**src/trunk_card_pkg.sv**
```systemverilog
package trunk_card_pkg;

  ////////////////////////////////////////////////////////////////////////////
  // Rates
  localparam int unsigned CLK_MHZ        = 250;
  localparam int unsigned CLK_PERIOD_NS  = 1000 / CLK_MHZ;
  localparam int unsigned LINE_RATE_KBPS = 2048;
  localparam int unsigned DCH_RATE_KBPS  = 64;

  ////////////////////////////////////////////////////////////////////////////
  // Avalon-MM register map, byte addresses
  localparam int unsigned ADDR_W  = 4;
  localparam int unsigned DATA_W  = 32;
  localparam int unsigned BE_W    = DATA_W / 8;
  localparam int unsigned LANE_W  = 8;
  localparam logic [ADDR_W-1:0] CTRL_OFS     = 4'h0;
  localparam logic [ADDR_W-1:0] STATUS_OFS   = 4'h4;
  localparam logic [ADDR_W-1:0] INT_STAT_OFS = 4'h8;
  localparam logic [ADDR_W-1:0] INT_MASK_OFS = 4'hC;

  ////////////////////////////////////////////////////////////////////////////
  // Field layouts
  typedef struct packed {
    logic       db_en;
    logic       dch_port;
    logic       rate_64k;
    logic [1:0] net_dis;
    logic [1:0] oos;
    logic [1:0] loop_en;
    logic       card_on;
  } ctrl_t;
  localparam int unsigned CTRL_W   = $bits(ctrl_t);
  localparam logic [CTRL_W-1:0] CTRL_RST = 10'h000;

  typedef struct packed {
    logic       link_chg;
    logic       hrdy_chg;
    logic [1:0] fea;
    logic [1:0] near_end_alarm_led;
  } int_t;
  localparam int unsigned INT_W = $bits(int_t);
  localparam logic [INT_W-1:0] INT_RST = 6'h00;

  typedef struct packed {
    logic       db_present;
    logic [1:0] remote_loopback_led;
    logic [1:0] fea;
    logic [1:0] near_end_alarm_led;
    logic       link_ready;
    logic       handler_ready;
    logic       mode_pri;
    logic       sw_en;
  } status_t;

  typedef struct packed {
    logic sig_loss;
    logic sync_loss;
    logic far_alarm_rx;
    logic loopback;
  } line_in_t;

  typedef struct packed {
    logic       sw_en;
    logic       mode_pri;
    logic       handler_ready;
    logic       db_present;
    line_in_t [1:0] line;
  } pins_t;
  localparam int unsigned PIN_W = $bits(pins_t);

  typedef struct packed {
    logic disabled;
    logic oos;
    logic near_end_alarm_led;
    logic fea;
    logic remote_loopback_led;
    logic far_alarm_tx;
    logic call_proc_en;
    logic link_ok;
  } port_led_t;
  localparam logic [$bits(port_led_t)-1:0] PORT_RST = 8'h80;

endpackage : trunk_card_pkg

```
**src/pin_sync.sv**
```systemverilog
`timescale 1ns/100ps
module pin_sync #(
  parameter int unsigned W = 1
) (
  input  wire logic         clk_i,
  input  wire logic         rst_i,
  input  wire logic         ce_i,
  input  wire logic [W-1:0] d_i,
  output logic      [W-1:0] q_o
);
  typedef struct packed {
    logic [W-1:0] s1;
    logic [W-1:0] s2;
    logic [W-1:0] s3;
    logic [W-1:0] q;
  } sync_st_t;
  sync_st_t s;
  sync_st_t next_s;

  // A bit moves only once stages two and three agree on it
  always_comb begin
    next_s    = s;
    next_s.s1 = d_i;
    next_s.s2 = s.s1;
    next_s.s3 = s.s2;
    for (int i = 0; i < W; i++) begin
      if (s.s2[i] == s.s3[i]) begin
        next_s.q[i] = s.s3[i];
      end
    end
  end

  always_ff @(posedge clk_i) begin
    if (rst_i) begin
      s <= '0;
    end else if (ce_i) begin
      s <= next_s;
    end
  end

  assign q_o = s.q;
endmodule : pin_sync

```
**src/trunk_port_status.sv**
```systemverilog
`timescale 1ns/100ps
module trunk_port_status (
  input  wire logic                      clk_i,
  input  wire logic                      rst_i,
  input  wire logic                      ce_i,
  input  wire logic                      loop_en_i,
  input  wire logic                      sw_oos_i,
  input  wire trunk_card_pkg::line_in_t  line_i,
  output trunk_card_pkg::port_led_t      led_o
);
  trunk_card_pkg::port_led_t s;
  trunk_card_pkg::port_led_t next_s;
  logic                      alarm;

  always_comb begin
    alarm               = line_i.sig_loss | line_i.sync_loss;
    next_s              = s;
    next_s.disabled     = ~loop_en_i;
    next_s.oos          = sw_oos_i;
    next_s.near_end_alarm_led          = alarm;
    next_s.far_alarm_tx = alarm;
    next_s.fea          = line_i.far_alarm_rx;
    next_s.remote_loopback_led          = line_i.loopback;
    next_s.call_proc_en = loop_en_i & ~line_i.loopback;
    next_s.link_ok      = loop_en_i & ~sw_oos_i & ~alarm
                          & ~line_i.far_alarm_rx;
  end

  always_ff @(posedge clk_i) begin
    if (rst_i) begin
      s <= trunk_card_pkg::PORT_RST;
    end else if (ce_i) begin
      s <= next_s;
    end
  end

  assign led_o = s;

  ////////////////////////////////////////////////////////////////////////////
  fartx_a: assert property (@(posedge clk_i) disable iff (rst_i)
    s.far_alarm_tx == s.near_end_alarm_led) else $error("far alarm not sent with near alarm");
  fealed_a: assert property (@(posedge clk_i) disable iff (rst_i)
    ce_i |=> s.fea == $past(line_i.far_alarm_rx)) else $error("far alarm led lags");
  lbk_inhibit_a: assert property (@(posedge clk_i) disable iff (rst_i)
    s.remote_loopback_led |-> !s.call_proc_en) else $error("calls run during loopback");
  dis_led_a: assert property (@(posedge clk_i) disable iff (rst_i)
    (ce_i && !loop_en_i) |=> s.disabled) else $error("trunk disabled led dark");
  oos_led_a: assert property (@(posedge clk_i) disable iff (rst_i)
    ce_i |=> s.oos == $past(sw_oos_i)) else $error("oos led wrong");
endmodule : trunk_port_status

```
**src/trunk_card_status.sv**
```systemverilog
// The Avalon-MM interface to the registers and the register addresses are this design's own decisions.
`timescale 1ns/100ps
// How it works
// - Link ready only when rate, loop, alarms clean
// - Disabled switch: bus accesses get no answer
// - Net port led: switch off, unenabled, software
// - Trunk disabled led after reset or disable
// - One out-of-service led per trunk port
// - Signal or sync loss: near led, send far
// - Far-end alarm led follows remote report
// - Loopback lights led, stops call processing
// - Daughterboard lamp green, red or dark
// - Each recovered clock goes to two controllers
// - Strap picks digital-trunk or primary-rate mode
// - Trunk ports face a 2.048 Mbps line
module trunk_card_status (
  input  wire logic        clk_i,
  input  wire logic        rst_i,
  input  wire logic        ce_i,
  input  wire logic [3:0]  avs_address_i,
  input  wire logic        avs_read_i,
  input  wire logic        avs_write_i,
  input  wire logic [3:0]  avs_byteenable_i,
  input  wire logic [31:0] avs_writedata_i,
  output logic      [31:0] avs_readdata_o,
  output logic             avs_waitrequest_o,
  output logic             irq_o,
  input  wire logic        card_enable_switch_i,
  input  wire logic        primary_rate_mode_i,
  input  wire logic        handler_ready_in_i,
  input  wire logic        dchan_daughterboard_present_i,
  input  wire logic [1:0]  sig_loss_i,
  input  wire logic [1:0]  sync_loss_i,
  input  wire logic [1:0]  far_alarm_rx_i,
  input  wire logic [1:0]  remote_loopback_i,
  input  wire logic [1:0]  recovered_clk_i,
  output logic             link_ready_out_o,
  output logic      [1:0]  far_alarm_tx_o,
  output logic      [1:0]  call_proc_en_o,
  output logic      [1:0]  net_port_disabled_led_o,
  output logic      [1:0]  trunk_disabled_led_o,
  output logic      [1:0]  oos_led_o,
  output logic      [1:0]  near_end_alarm_led_o,
  output logic      [1:0]  far_end_alarm_led_o,
  output logic      [1:0]  remote_loopback_led_o,
  output logic             dchan_daughterboard_green_o,
  output logic             dchan_daughterboard_red_o,
  output logic      [1:0]  clk_ref_ctl0_o,
  output logic      [1:0]  clk_ref_ctl1_o
);

  ////////////////////////////////////////////////////////////////////////////
  // State
  typedef struct packed {
    trunk_card_pkg::ctrl_t     ctrl;
    logic [trunk_card_pkg::INT_W-1:0]  int_st;
    logic [trunk_card_pkg::INT_W-1:0]  int_mask;
    logic                      ack;
    logic [trunk_card_pkg::DATA_W-1:0] rdata;
    logic                      link_ready;
    logic                      hrdy_q;
    logic [1:0]                nea_q;
    logic [1:0]                fea_q;
    logic [1:0]                net_led;
    logic                      led_g;
    logic                      led_r;
  } card_st_t;

  card_st_t                      s;
  card_st_t                      next_s;
  trunk_card_pkg::pins_t         pins_raw;
  trunk_card_pkg::pins_t         pins;
  trunk_card_pkg::port_led_t     port [2];
  trunk_card_pkg::status_t       stat;
  trunk_card_pkg::int_t          ev;
  logic                          req;
  logic                          link_cond;

  ////////////////////////////////////////////////////////////////////////////
  // Pin inputs
  always_comb begin
    pins_raw.sw_en         = card_enable_switch_i;
    pins_raw.mode_pri      = primary_rate_mode_i;
    pins_raw.handler_ready = handler_ready_in_i;
    pins_raw.db_present    = dchan_daughterboard_present_i;
    for (int i = 0; i < 2; i++) begin
      pins_raw.line[i].sig_loss     = sig_loss_i[i];
      pins_raw.line[i].sync_loss    = sync_loss_i[i];
      pins_raw.line[i].far_alarm_rx = far_alarm_rx_i[i];
      pins_raw.line[i].loopback     = remote_loopback_i[i];
    end
  end

  pin_sync #(
    .W (trunk_card_pkg::PIN_W)
  ) u_pin_sync (
    .clk_i (clk_i),
    .rst_i (rst_i),
    .ce_i  (ce_i),
    .d_i   (pins_raw),
    .q_o   (pins)
  );

  ////////////////////////////////////////////////////////////////////////////
  // Trunk ports, one instance each so neither can disturb the other
  for (genvar p = 0; p < 2; p++) begin : g_port
    trunk_port_status u_port (
      .clk_i     (clk_i),
      .rst_i     (rst_i),
      .ce_i      (ce_i),
      .loop_en_i (s.ctrl.loop_en[p]),
      .sw_oos_i  (s.ctrl.oos[p]),
      .line_i    (pins.line[p]),
      .led_o     (port[p])
    );
    assign trunk_disabled_led_o[p] = port[p].disabled;
    assign oos_led_o[p]            = port[p].oos;
    assign near_end_alarm_led_o[p] = port[p].near_end_alarm_led;
    assign far_end_alarm_led_o[p]  = port[p].fea;
    assign remote_loopback_led_o[p] = port[p].remote_loopback_led;
    assign far_alarm_tx_o[p]       = port[p].far_alarm_tx;
    assign call_proc_en_o[p]       = port[p].call_proc_en;
  end

  ////////////////////////////////////////////////////////////////////////////
  // Status view and events
  always_comb begin
    link_cond = s.ctrl.rate_64k & pins.mode_pri
                & port[s.ctrl.dch_port].link_ok;
    stat.sw_en         = pins.sw_en;
    stat.mode_pri      = pins.mode_pri;
    stat.handler_ready = pins.handler_ready;
    stat.link_ready    = s.link_ready;
    stat.db_present    = pins.db_present;
    for (int i = 0; i < 2; i++) begin
      stat.near_end_alarm_led[i] = port[i].near_end_alarm_led;
      stat.fea[i] = port[i].fea;
      stat.remote_loopback_led[i] = port[i].remote_loopback_led;
      ev.near_end_alarm_led[i]   = port[i].near_end_alarm_led & ~s.nea_q[i];
      ev.fea[i]   = port[i].fea & ~s.fea_q[i];
    end
    ev.hrdy_chg = pins.handler_ready ^ s.hrdy_q;
    ev.link_chg = link_cond ^ s.link_ready;
  end

  ////////////////////////////////////////////////////////////////////////////
  // Next state
  always_comb begin
    next_s = s;
    req    = avs_read_i | avs_write_i;
    // The bus stays stalled while the switch is off; the access is held, not lost
    next_s.ack = req & ~s.ack & pins.sw_en;
    if (req & ~s.ack & pins.sw_en & avs_read_i) begin
      case (avs_address_i)
        trunk_card_pkg::CTRL_OFS:     next_s.rdata = 32'(s.ctrl);
        trunk_card_pkg::STATUS_OFS:   next_s.rdata = 32'(stat);
        trunk_card_pkg::INT_STAT_OFS: next_s.rdata = 32'(s.int_st);
        trunk_card_pkg::INT_MASK_OFS: next_s.rdata = 32'(s.int_mask);
        default:                      next_s.rdata = '0;
      endcase
    end
    if (s.ack & avs_write_i) begin
      case (avs_address_i)
        trunk_card_pkg::CTRL_OFS: begin
          for (int i = 0; i < trunk_card_pkg::CTRL_W; i++) begin
            if (avs_byteenable_i[i / trunk_card_pkg::LANE_W]) begin
              next_s.ctrl[i] = avs_writedata_i[i];
            end
          end
        end
        trunk_card_pkg::INT_MASK_OFS: begin
          for (int i = 0; i < trunk_card_pkg::INT_W; i++) begin
            if (avs_byteenable_i[i / trunk_card_pkg::LANE_W]) begin
              next_s.int_mask[i] = avs_writedata_i[i];
            end
          end
        end
        default: begin
        end
      endcase
    end
    if (s.ack & avs_read_i & (avs_address_i == trunk_card_pkg::INT_STAT_OFS)) begin
      next_s.int_st = '0;
    end
    // Set after clear so an event in the clearing cycle survives
    next_s.int_st = next_s.int_st | ev;
    next_s.link_ready = link_cond;
    next_s.hrdy_q     = pins.handler_ready;
    for (int i = 0; i < 2; i++) begin
      next_s.nea_q[i]   = port[i].near_end_alarm_led;
      next_s.fea_q[i]   = port[i].fea;
      next_s.net_led[i] = ~pins.sw_en | ~s.ctrl.card_on
                          | s.ctrl.net_dis[i];
    end
    next_s.led_g = pins.db_present & s.ctrl.db_en;
    next_s.led_r = pins.db_present & ~s.ctrl.db_en;
  end

  always_ff @(posedge clk_i) begin
    if (rst_i) begin
      s          <= '0;
      s.ctrl     <= trunk_card_pkg::CTRL_RST;
      s.int_st   <= trunk_card_pkg::INT_RST;
      s.int_mask <= trunk_card_pkg::INT_RST;
      s.net_led  <= 2'h3;
    end else if (ce_i) begin
      s <= next_s;
    end
  end

  ////////////////////////////////////////////////////////////////////////////
  // Outputs
  assign avs_waitrequest_o           = ~(s.ack & ce_i);
  assign avs_readdata_o              = s.rdata;
  assign irq_o                       = |(s.int_st & s.int_mask);
  assign link_ready_out_o            = s.link_ready;
  assign net_port_disabled_led_o     = s.net_led;
  assign dchan_daughterboard_green_o = s.led_g;
  assign dchan_daughterboard_red_o   = s.led_r;
  // Recovered line clocks pass straight through; a flop here would resample them
  assign clk_ref_ctl0_o              = recovered_clk_i;
  assign clk_ref_ctl1_o              = recovered_clk_i;

  ////////////////////////////////////////////////////////////////////////////
  // Checks
  wait_bound_a: assert property (@(posedge clk_i) disable iff (rst_i)
    (ce_i && req && !s.ack && pins.sw_en) ##1 ce_i |-> !avs_waitrequest_o)
    else $error("access not answered in one cycle");
  no_answer_a: assert property (@(posedge clk_i) disable iff (rst_i)
    (!pins.sw_en && !s.ack) |=> avs_waitrequest_o)
    else $error("answered while switch off");
  net_led_a: assert property (@(posedge clk_i) disable iff (rst_i)
    (ce_i && (!pins.sw_en || !s.ctrl.card_on)) |=> net_port_disabled_led_o == 2'h3)
    else $error("net port led dark while disabled");
  link_ready_a: assert property (@(posedge clk_i) disable iff (rst_i)
    link_ready_out_o |-> $past(s.ctrl.rate_64k) && $past(pins.mode_pri))
    else $error("link ready without 64k primary-rate");
  link_alarm_a: assert property (@(posedge clk_i) disable iff (rst_i)
    (ce_i && port[s.ctrl.dch_port].near_end_alarm_led) |=> !link_ready_out_o)
    else $error("link ready during near alarm");
  lamp_excl_a: assert property (@(posedge clk_i) disable iff (rst_i)
    !(dchan_daughterboard_green_o && dchan_daughterboard_red_o))
    else $error("lamp green and red at once");
  lamp_dark_a: assert property (@(posedge clk_i) disable iff (rst_i)
    (ce_i && !pins.db_present) |=> !dchan_daughterboard_green_o && !dchan_daughterboard_red_o)
    else $error("lamp lit with no daughterboard");
  irq_level_a: assert property (@(posedge clk_i) disable iff (rst_i)
    (s.int_st & s.int_mask) != '0 |-> irq_o) else $error("irq missing");
  port_indep_a: assert property (@(posedge clk_i) disable iff (rst_i)
    (ce_i && $stable(pins.line[1]) && $stable(s.ctrl.oos[1]) && $stable(s.ctrl.loop_en[1]))
    |=> $stable(port[1])) else $error("port 1 moved without cause");
endmodule : trunk_card_status

```
**config.mk**
```make
export PLATFORM = sky130hd
export DESIGN_NAME = trunk_card_status
export DESIGN_NICKNAME = d
export VERILOG_FILES = /design/src/trunk_card_pkg.sv /design/src/pin_sync.sv /design/src/trunk_port_status.sv /design/src/trunk_card_status.sv
export SDC_FILE = /design/constraint.sdc
export NUM_CORES = 1
export LEC_CHECK = 0
export BUFFER_PORTS_ARGS = -buffer_cell sky130_fd_sc_hd__buf_2
export CORE_MARGIN = 5
export CORE_UTILIZATION = 25
export DETAILED_ROUTE_END_ITERATION = 6
export GPL_TIMING_DRIVEN = 1
export SKIP_LAST_GASP = 1
export SYNTH_ARGS = -nofsm -noshare
export SYNTH_HDL_FRONTEND = slang
export SYNTH_HIERARCHICAL = 1
export SYNTH_SLANG_ARGS = --single-unit
```
**constraint.sdc**
```tcl
create_clock -name clk_i -period 1.7 [get_ports clk_i]
set_input_delay 0.17 -clock clk_i [delete_from_list [all_inputs] [get_ports clk_i]]
set_output_delay 0.17 -clock clk_i [all_outputs]
set_load 0.1 [all_outputs]
```
==> metrics.txt <==
# TYPE chip_impl_metric gauge
chip_impl_info{name="critPathKind",value="reg -> out"} 1
chip_impl_info{name="synthTopCellsByArea",value="dfxtp_1 43%, mux2i_1 16%, buf_4 8.4%, nor2_1 4.1%, o32ai_2 3.9%"} 1
chip_impl_metric{name="numClockSinks",unit=""} 106
chip_impl_metric{name="post_route_insts_no_fill",unit=""} 815
chip_impl_metric{name="synth-seq-cells",unit=""} 106
chip_impl_metric{name="tns",unit="ps"} 0
chip_impl_info{name="synth-main-ff-cell",value="dfxtp_1"} 1
chip_impl_info{name="synthDominantAreaCellType",value="dfxtp_1"} 1
chip_impl_metric{name="groute.usage.overall",unit="%"} 9.53
chip_impl_metric{name="netlist-cell-type-count",unit=""} 41
chip_impl_metric{name="route.final.wire_length",unit="mm"} 10.9
chip_impl_metric{name="post_route_cells_drive_above_1_share",unit="%"} 22.0
chip_impl_metric{name="globalRouteOverflowTotal",unit=""} 0
chip_impl_metric{name="worst_slew_margin_rel",unit="%"} 61.4
chip_impl_metric{name="layout_min_cycle_time",unit="ps"} 1540
chip_impl_metric{name="design.final.nets",unit=""} 604
chip_impl_metric{name="report.final.slew_viol_count",unit=""} 0
chip_impl_metric{name="post-cts-setup-buffer-count",unit=""} 0
chip_impl_metric{name="die_area",unit="um^2"} 22900
chip_impl_metric{name="initial_util",unit="%"} 25.5
chip_impl_metric{name="synth_warnings",unit=""} 6
chip_impl_metric{name="fmax",unit="MHz"} 651
chip_impl_metric{name="die_w",unit="um"} 151
chip_impl_info{name="crit_path_end_kind",value="output pin"} 1
chip_impl_metric{name="fin_ws",unit="ps"} 164
chip_impl_metric{name="area_fraction_of_the_dominant_cell_type_after_synthesis",unit="%"} 42.5
chip_impl_metric{name="cts_buffers",unit=""} 9
chip_impl_metric{name="grt_first_pass_wirelength",unit="mm"} 16.9
chip_impl_metric{name="post-route-period-util",unit="%"} 90.4
chip_impl_metric{name="largest_net_degree_at_the_start_of_global_routing",unit=""} 98
chip_impl_metric{name="drv.max_cap_violation_count",unit=""} 0
chip_impl_metric{name="postSynthCellCount",unit=""} 519
chip_impl_info{name="synth_most_common_cell",value="dfxtp_1"} 1
chip_impl_metric{name="htree_levels",unit=""} 3
chip_impl_metric{name="wl_per_cell",unit="um"} 13.4
chip_impl_info{name="crit_path_cell_trace",value="a22oi_1 -> nand3_1 -> buf_2"} 1
chip_impl_metric{name="timing.critical_path.required",unit="ps"} 1530
chip_impl_metric{name="antenna_diode_count",unit=""} 0
chip_impl_metric{name="ctsLongestPathBuffers",unit=""} 2
chip_impl_info{name="ys_top_cells_by_count",value="106 x dfxtp_1, 79 x mux2i_1, 56 x buf_4"} 1
chip_impl_info{name="cts_root_buf",value="clkbuf_16"} 1
chip_impl_metric{name="num_rows",unit=""} 51
chip_impl_metric{name="die_height",unit="um"} 151
chip_impl_metric{name="placed_cells_incl_taps",unit=""} 799
chip_impl_metric{name="detail_route.first_pass.iterations",unit=""} 4
chip_impl_metric{name="syn_to_final_growth",unit="%"} 12.6
chip_impl_metric{name="worst-endpoint-arrival",unit="ps"} 1370
chip_impl_metric{name="vias_per_cell",unit=""} 4.21
chip_impl_metric{name="filler_cell_count_in_the_final_layout",unit=""} 2122
chip_impl_metric{name="detailedPlace.worstSlack",unit="ps"} 53.4
chip_impl_metric{name="clock_skew",unit="ps"} 6.77
chip_impl_metric{name="io_buffers",unit=""} 64
chip_impl_metric{name="place.detailed.hpwl",unit="mm"} 7.88
chip_impl_info{name="worstSetupStartpointType",value="register"} 1
chip_impl_metric{name="top_level_ports",unit=""} 116
chip_impl_metric{name="coreArea",unit="um^2"} 19500
chip_impl_metric{name="power_density",unit="nW/um^2"} 958
chip_impl_metric{name="async_flop_share",unit="%"} 0
chip_impl_info{name="holdCritPathClass",value="in -> reg"} 1
chip_impl_metric{name="worstPathMaxFanout",unit=""} 3
chip_impl_metric{name="clock_latency",unit="ps"} 340
chip_impl_info{name="unrepaired_setup_endpoints_after_global_routing",value="false"} 1
chip_impl_metric{name="number_of_global_route_vias_before_repair",unit=""} 3066
chip_impl_metric{name="vdd_drop_max",unit="V"} 0.000609
chip_impl_metric{name="grt_antenna_before_repair",unit=""} 0
chip_impl_metric{name="tightest_slew",unit="ps"} 574
chip_impl_metric{name="post_synth.cell_area_avg",unit="um^2"} 9.61
chip_impl_metric{name="clk_transition_reported_paths",unit="ps"} 70
chip_impl_info{name="result_of_the_run",value="finished clean"} 1
chip_impl_metric{name="final-hold-violation-count",unit=""} 0
chip_impl_metric{name="report.final.setup_viol",unit=""} 0
chip_impl_metric{name="final_antenna_net_count",unit=""} 0
chip_impl_metric{name="cp_slowest_stage_delay",unit="ps"} 440
chip_impl_info{name="tritoncts_clock_tree",value="done"} 1
chip_impl_metric{name="drc_errors",unit=""} 0
chip_impl_metric{name="gp_congestion",unit=""} 0.842
chip_impl_metric{name="synth_edf_count",unit=""} 0
chip_impl_metric{name="leakagePower",unit="uW"} 0.00225
chip_impl_metric{name="detailroute.via_count",unit=""} 3429
chip_impl_metric{name="final_total_pwr",unit="uW"} 5380
chip_impl_metric{name="drt_first_iter_violations",unit=""} 199
chip_impl_metric{name="worst_hold_slack",unit="ps"} 58.4
chip_impl_metric{name="synth_area",unit="um^2"} 4990
chip_impl_metric{name="synth-seq-area-share",unit="%"} 42.5
chip_impl_info{name="crit_path_top_delay_cell",value="buf_2"} 1
-- per-stage QoR --
stage / area (um^2) / utilization [%]
after detailed placement: 5280 / 27.0
after global routing: 5620 / 28.8
after floorplan: 5070 / -
after global placement: 5280 / 27.0
final: 5620 / 28.8
after CTS: 5610 / 28.7
-- sequential cells by signal, indices dropped and copies added (netlist names) --
| register | flops |
|---|---|
| u_pin_sync/q_o | 12 |
| net_port_disabled_led_o | 2 |
| dchan_daughterboard_green_o | 1 |
| avs_readdata_o | 11 |
| u_pin_sync/s | 12 |
| link_ready_out_o | 1 |
| u_pin_sync/next_s | 24 |
| g_port.u_port/led_o | 14 |
| s | 28 |
| dchan_daughterboard_red_o | 1 |
-- cell families (layout without fill, tap and decap cells) --
group                     after synthesis  count (layout)  share of synthesized area [%]
AOI/OAI and AO/OA                      71              71                           11.5
and+or+nand+nor                       160             160                           16.4
other                                   1              21                         0.0752
buffers and inverters                 100             111                           13.2
muxes                                  80              80                           16.1
xor gates and xnor gates                1               1                          0.176
DFF                                   106             106                           42.5
-- area by class of cell --
class | instances | area (um^2) | area share [%]
Multi-Input combinational cell | 333 | 2290 | 40.8
Clock buffer | 12 | 256 | 4.57
Tap cell | 265 | 332 | 5.90
Sequential cell | 106 | 2120 | 37.8
Timing Repair Buffer | 80 | 483 | 8.60
Inverter | 15 | 56.3 | 1.00
Clock inverter | 4 | 73.8 | 1.31
-- placed cells by master, fill, tap and decap left out, drive strengths merged --
master and n:
nand3b 7, nand2b 18, conb 21, xor2 1
nor2 55, nand3 3, nand4 3, a32o 6
a22oi 3, nor4 2, bufinv 2, inv 14
o32ai 12, nor3b 3, o2111ai 1, a31o 2
buf 80, clkinv 3, o21bai 2, or3 8
o22ai 6, o211ai 1, or3b 1, mux2 1
a21oi 28, a311o 1, nor2b 12, o21ai 7
a211oi 2, dfxtp 106, nand2 38, nand4b 4
mux2i 79, and2 2, nor3 4, clkbuf 12
-- layer usage --
layer  track usage (%)  part of all wire, %
met5                 0                    0
met4              2.31                 0.95
met3              3.14                  6.8
met2              13.6                   42
met1              13.8                   50
-- critical path: cells and delay by family (launching register included) --
family | cells | cell delay, ps
flops | 1 | 370
simple gates | 1 | 110
compound gates | 1 | 100
buf+inv | 1 | 440
-- report_power, final --
part / internal (uW) / switching, uW
Clock: 1370 / 903
Sequential: 2520 / 31.2
Combinational: 140 / 413
-- worst paths after layout --
| check | end | slack [ps] | cells past startpoint | startpoint |
|---|---|---|---|---|
| min | u_pin_sync/next_s[27] | 60 | 3 | sig_loss_i[0] |
| max reg2reg | avs_readdata_o[7] | 260 | 4 | s[42] |
| min reg2reg | avs_readdata_o[8] | 450 | 2 | avs_readdata_o[8] |
| max | irq_o | 160 | 3 | s[50] |
-- what timing repair did --
action,in CTS,in global routing
hold buffers,0,0
endpoints found under the setup margin,0,4
resized for setup,0,1
No activity file was read; power rests on OpenSTA's default activity.
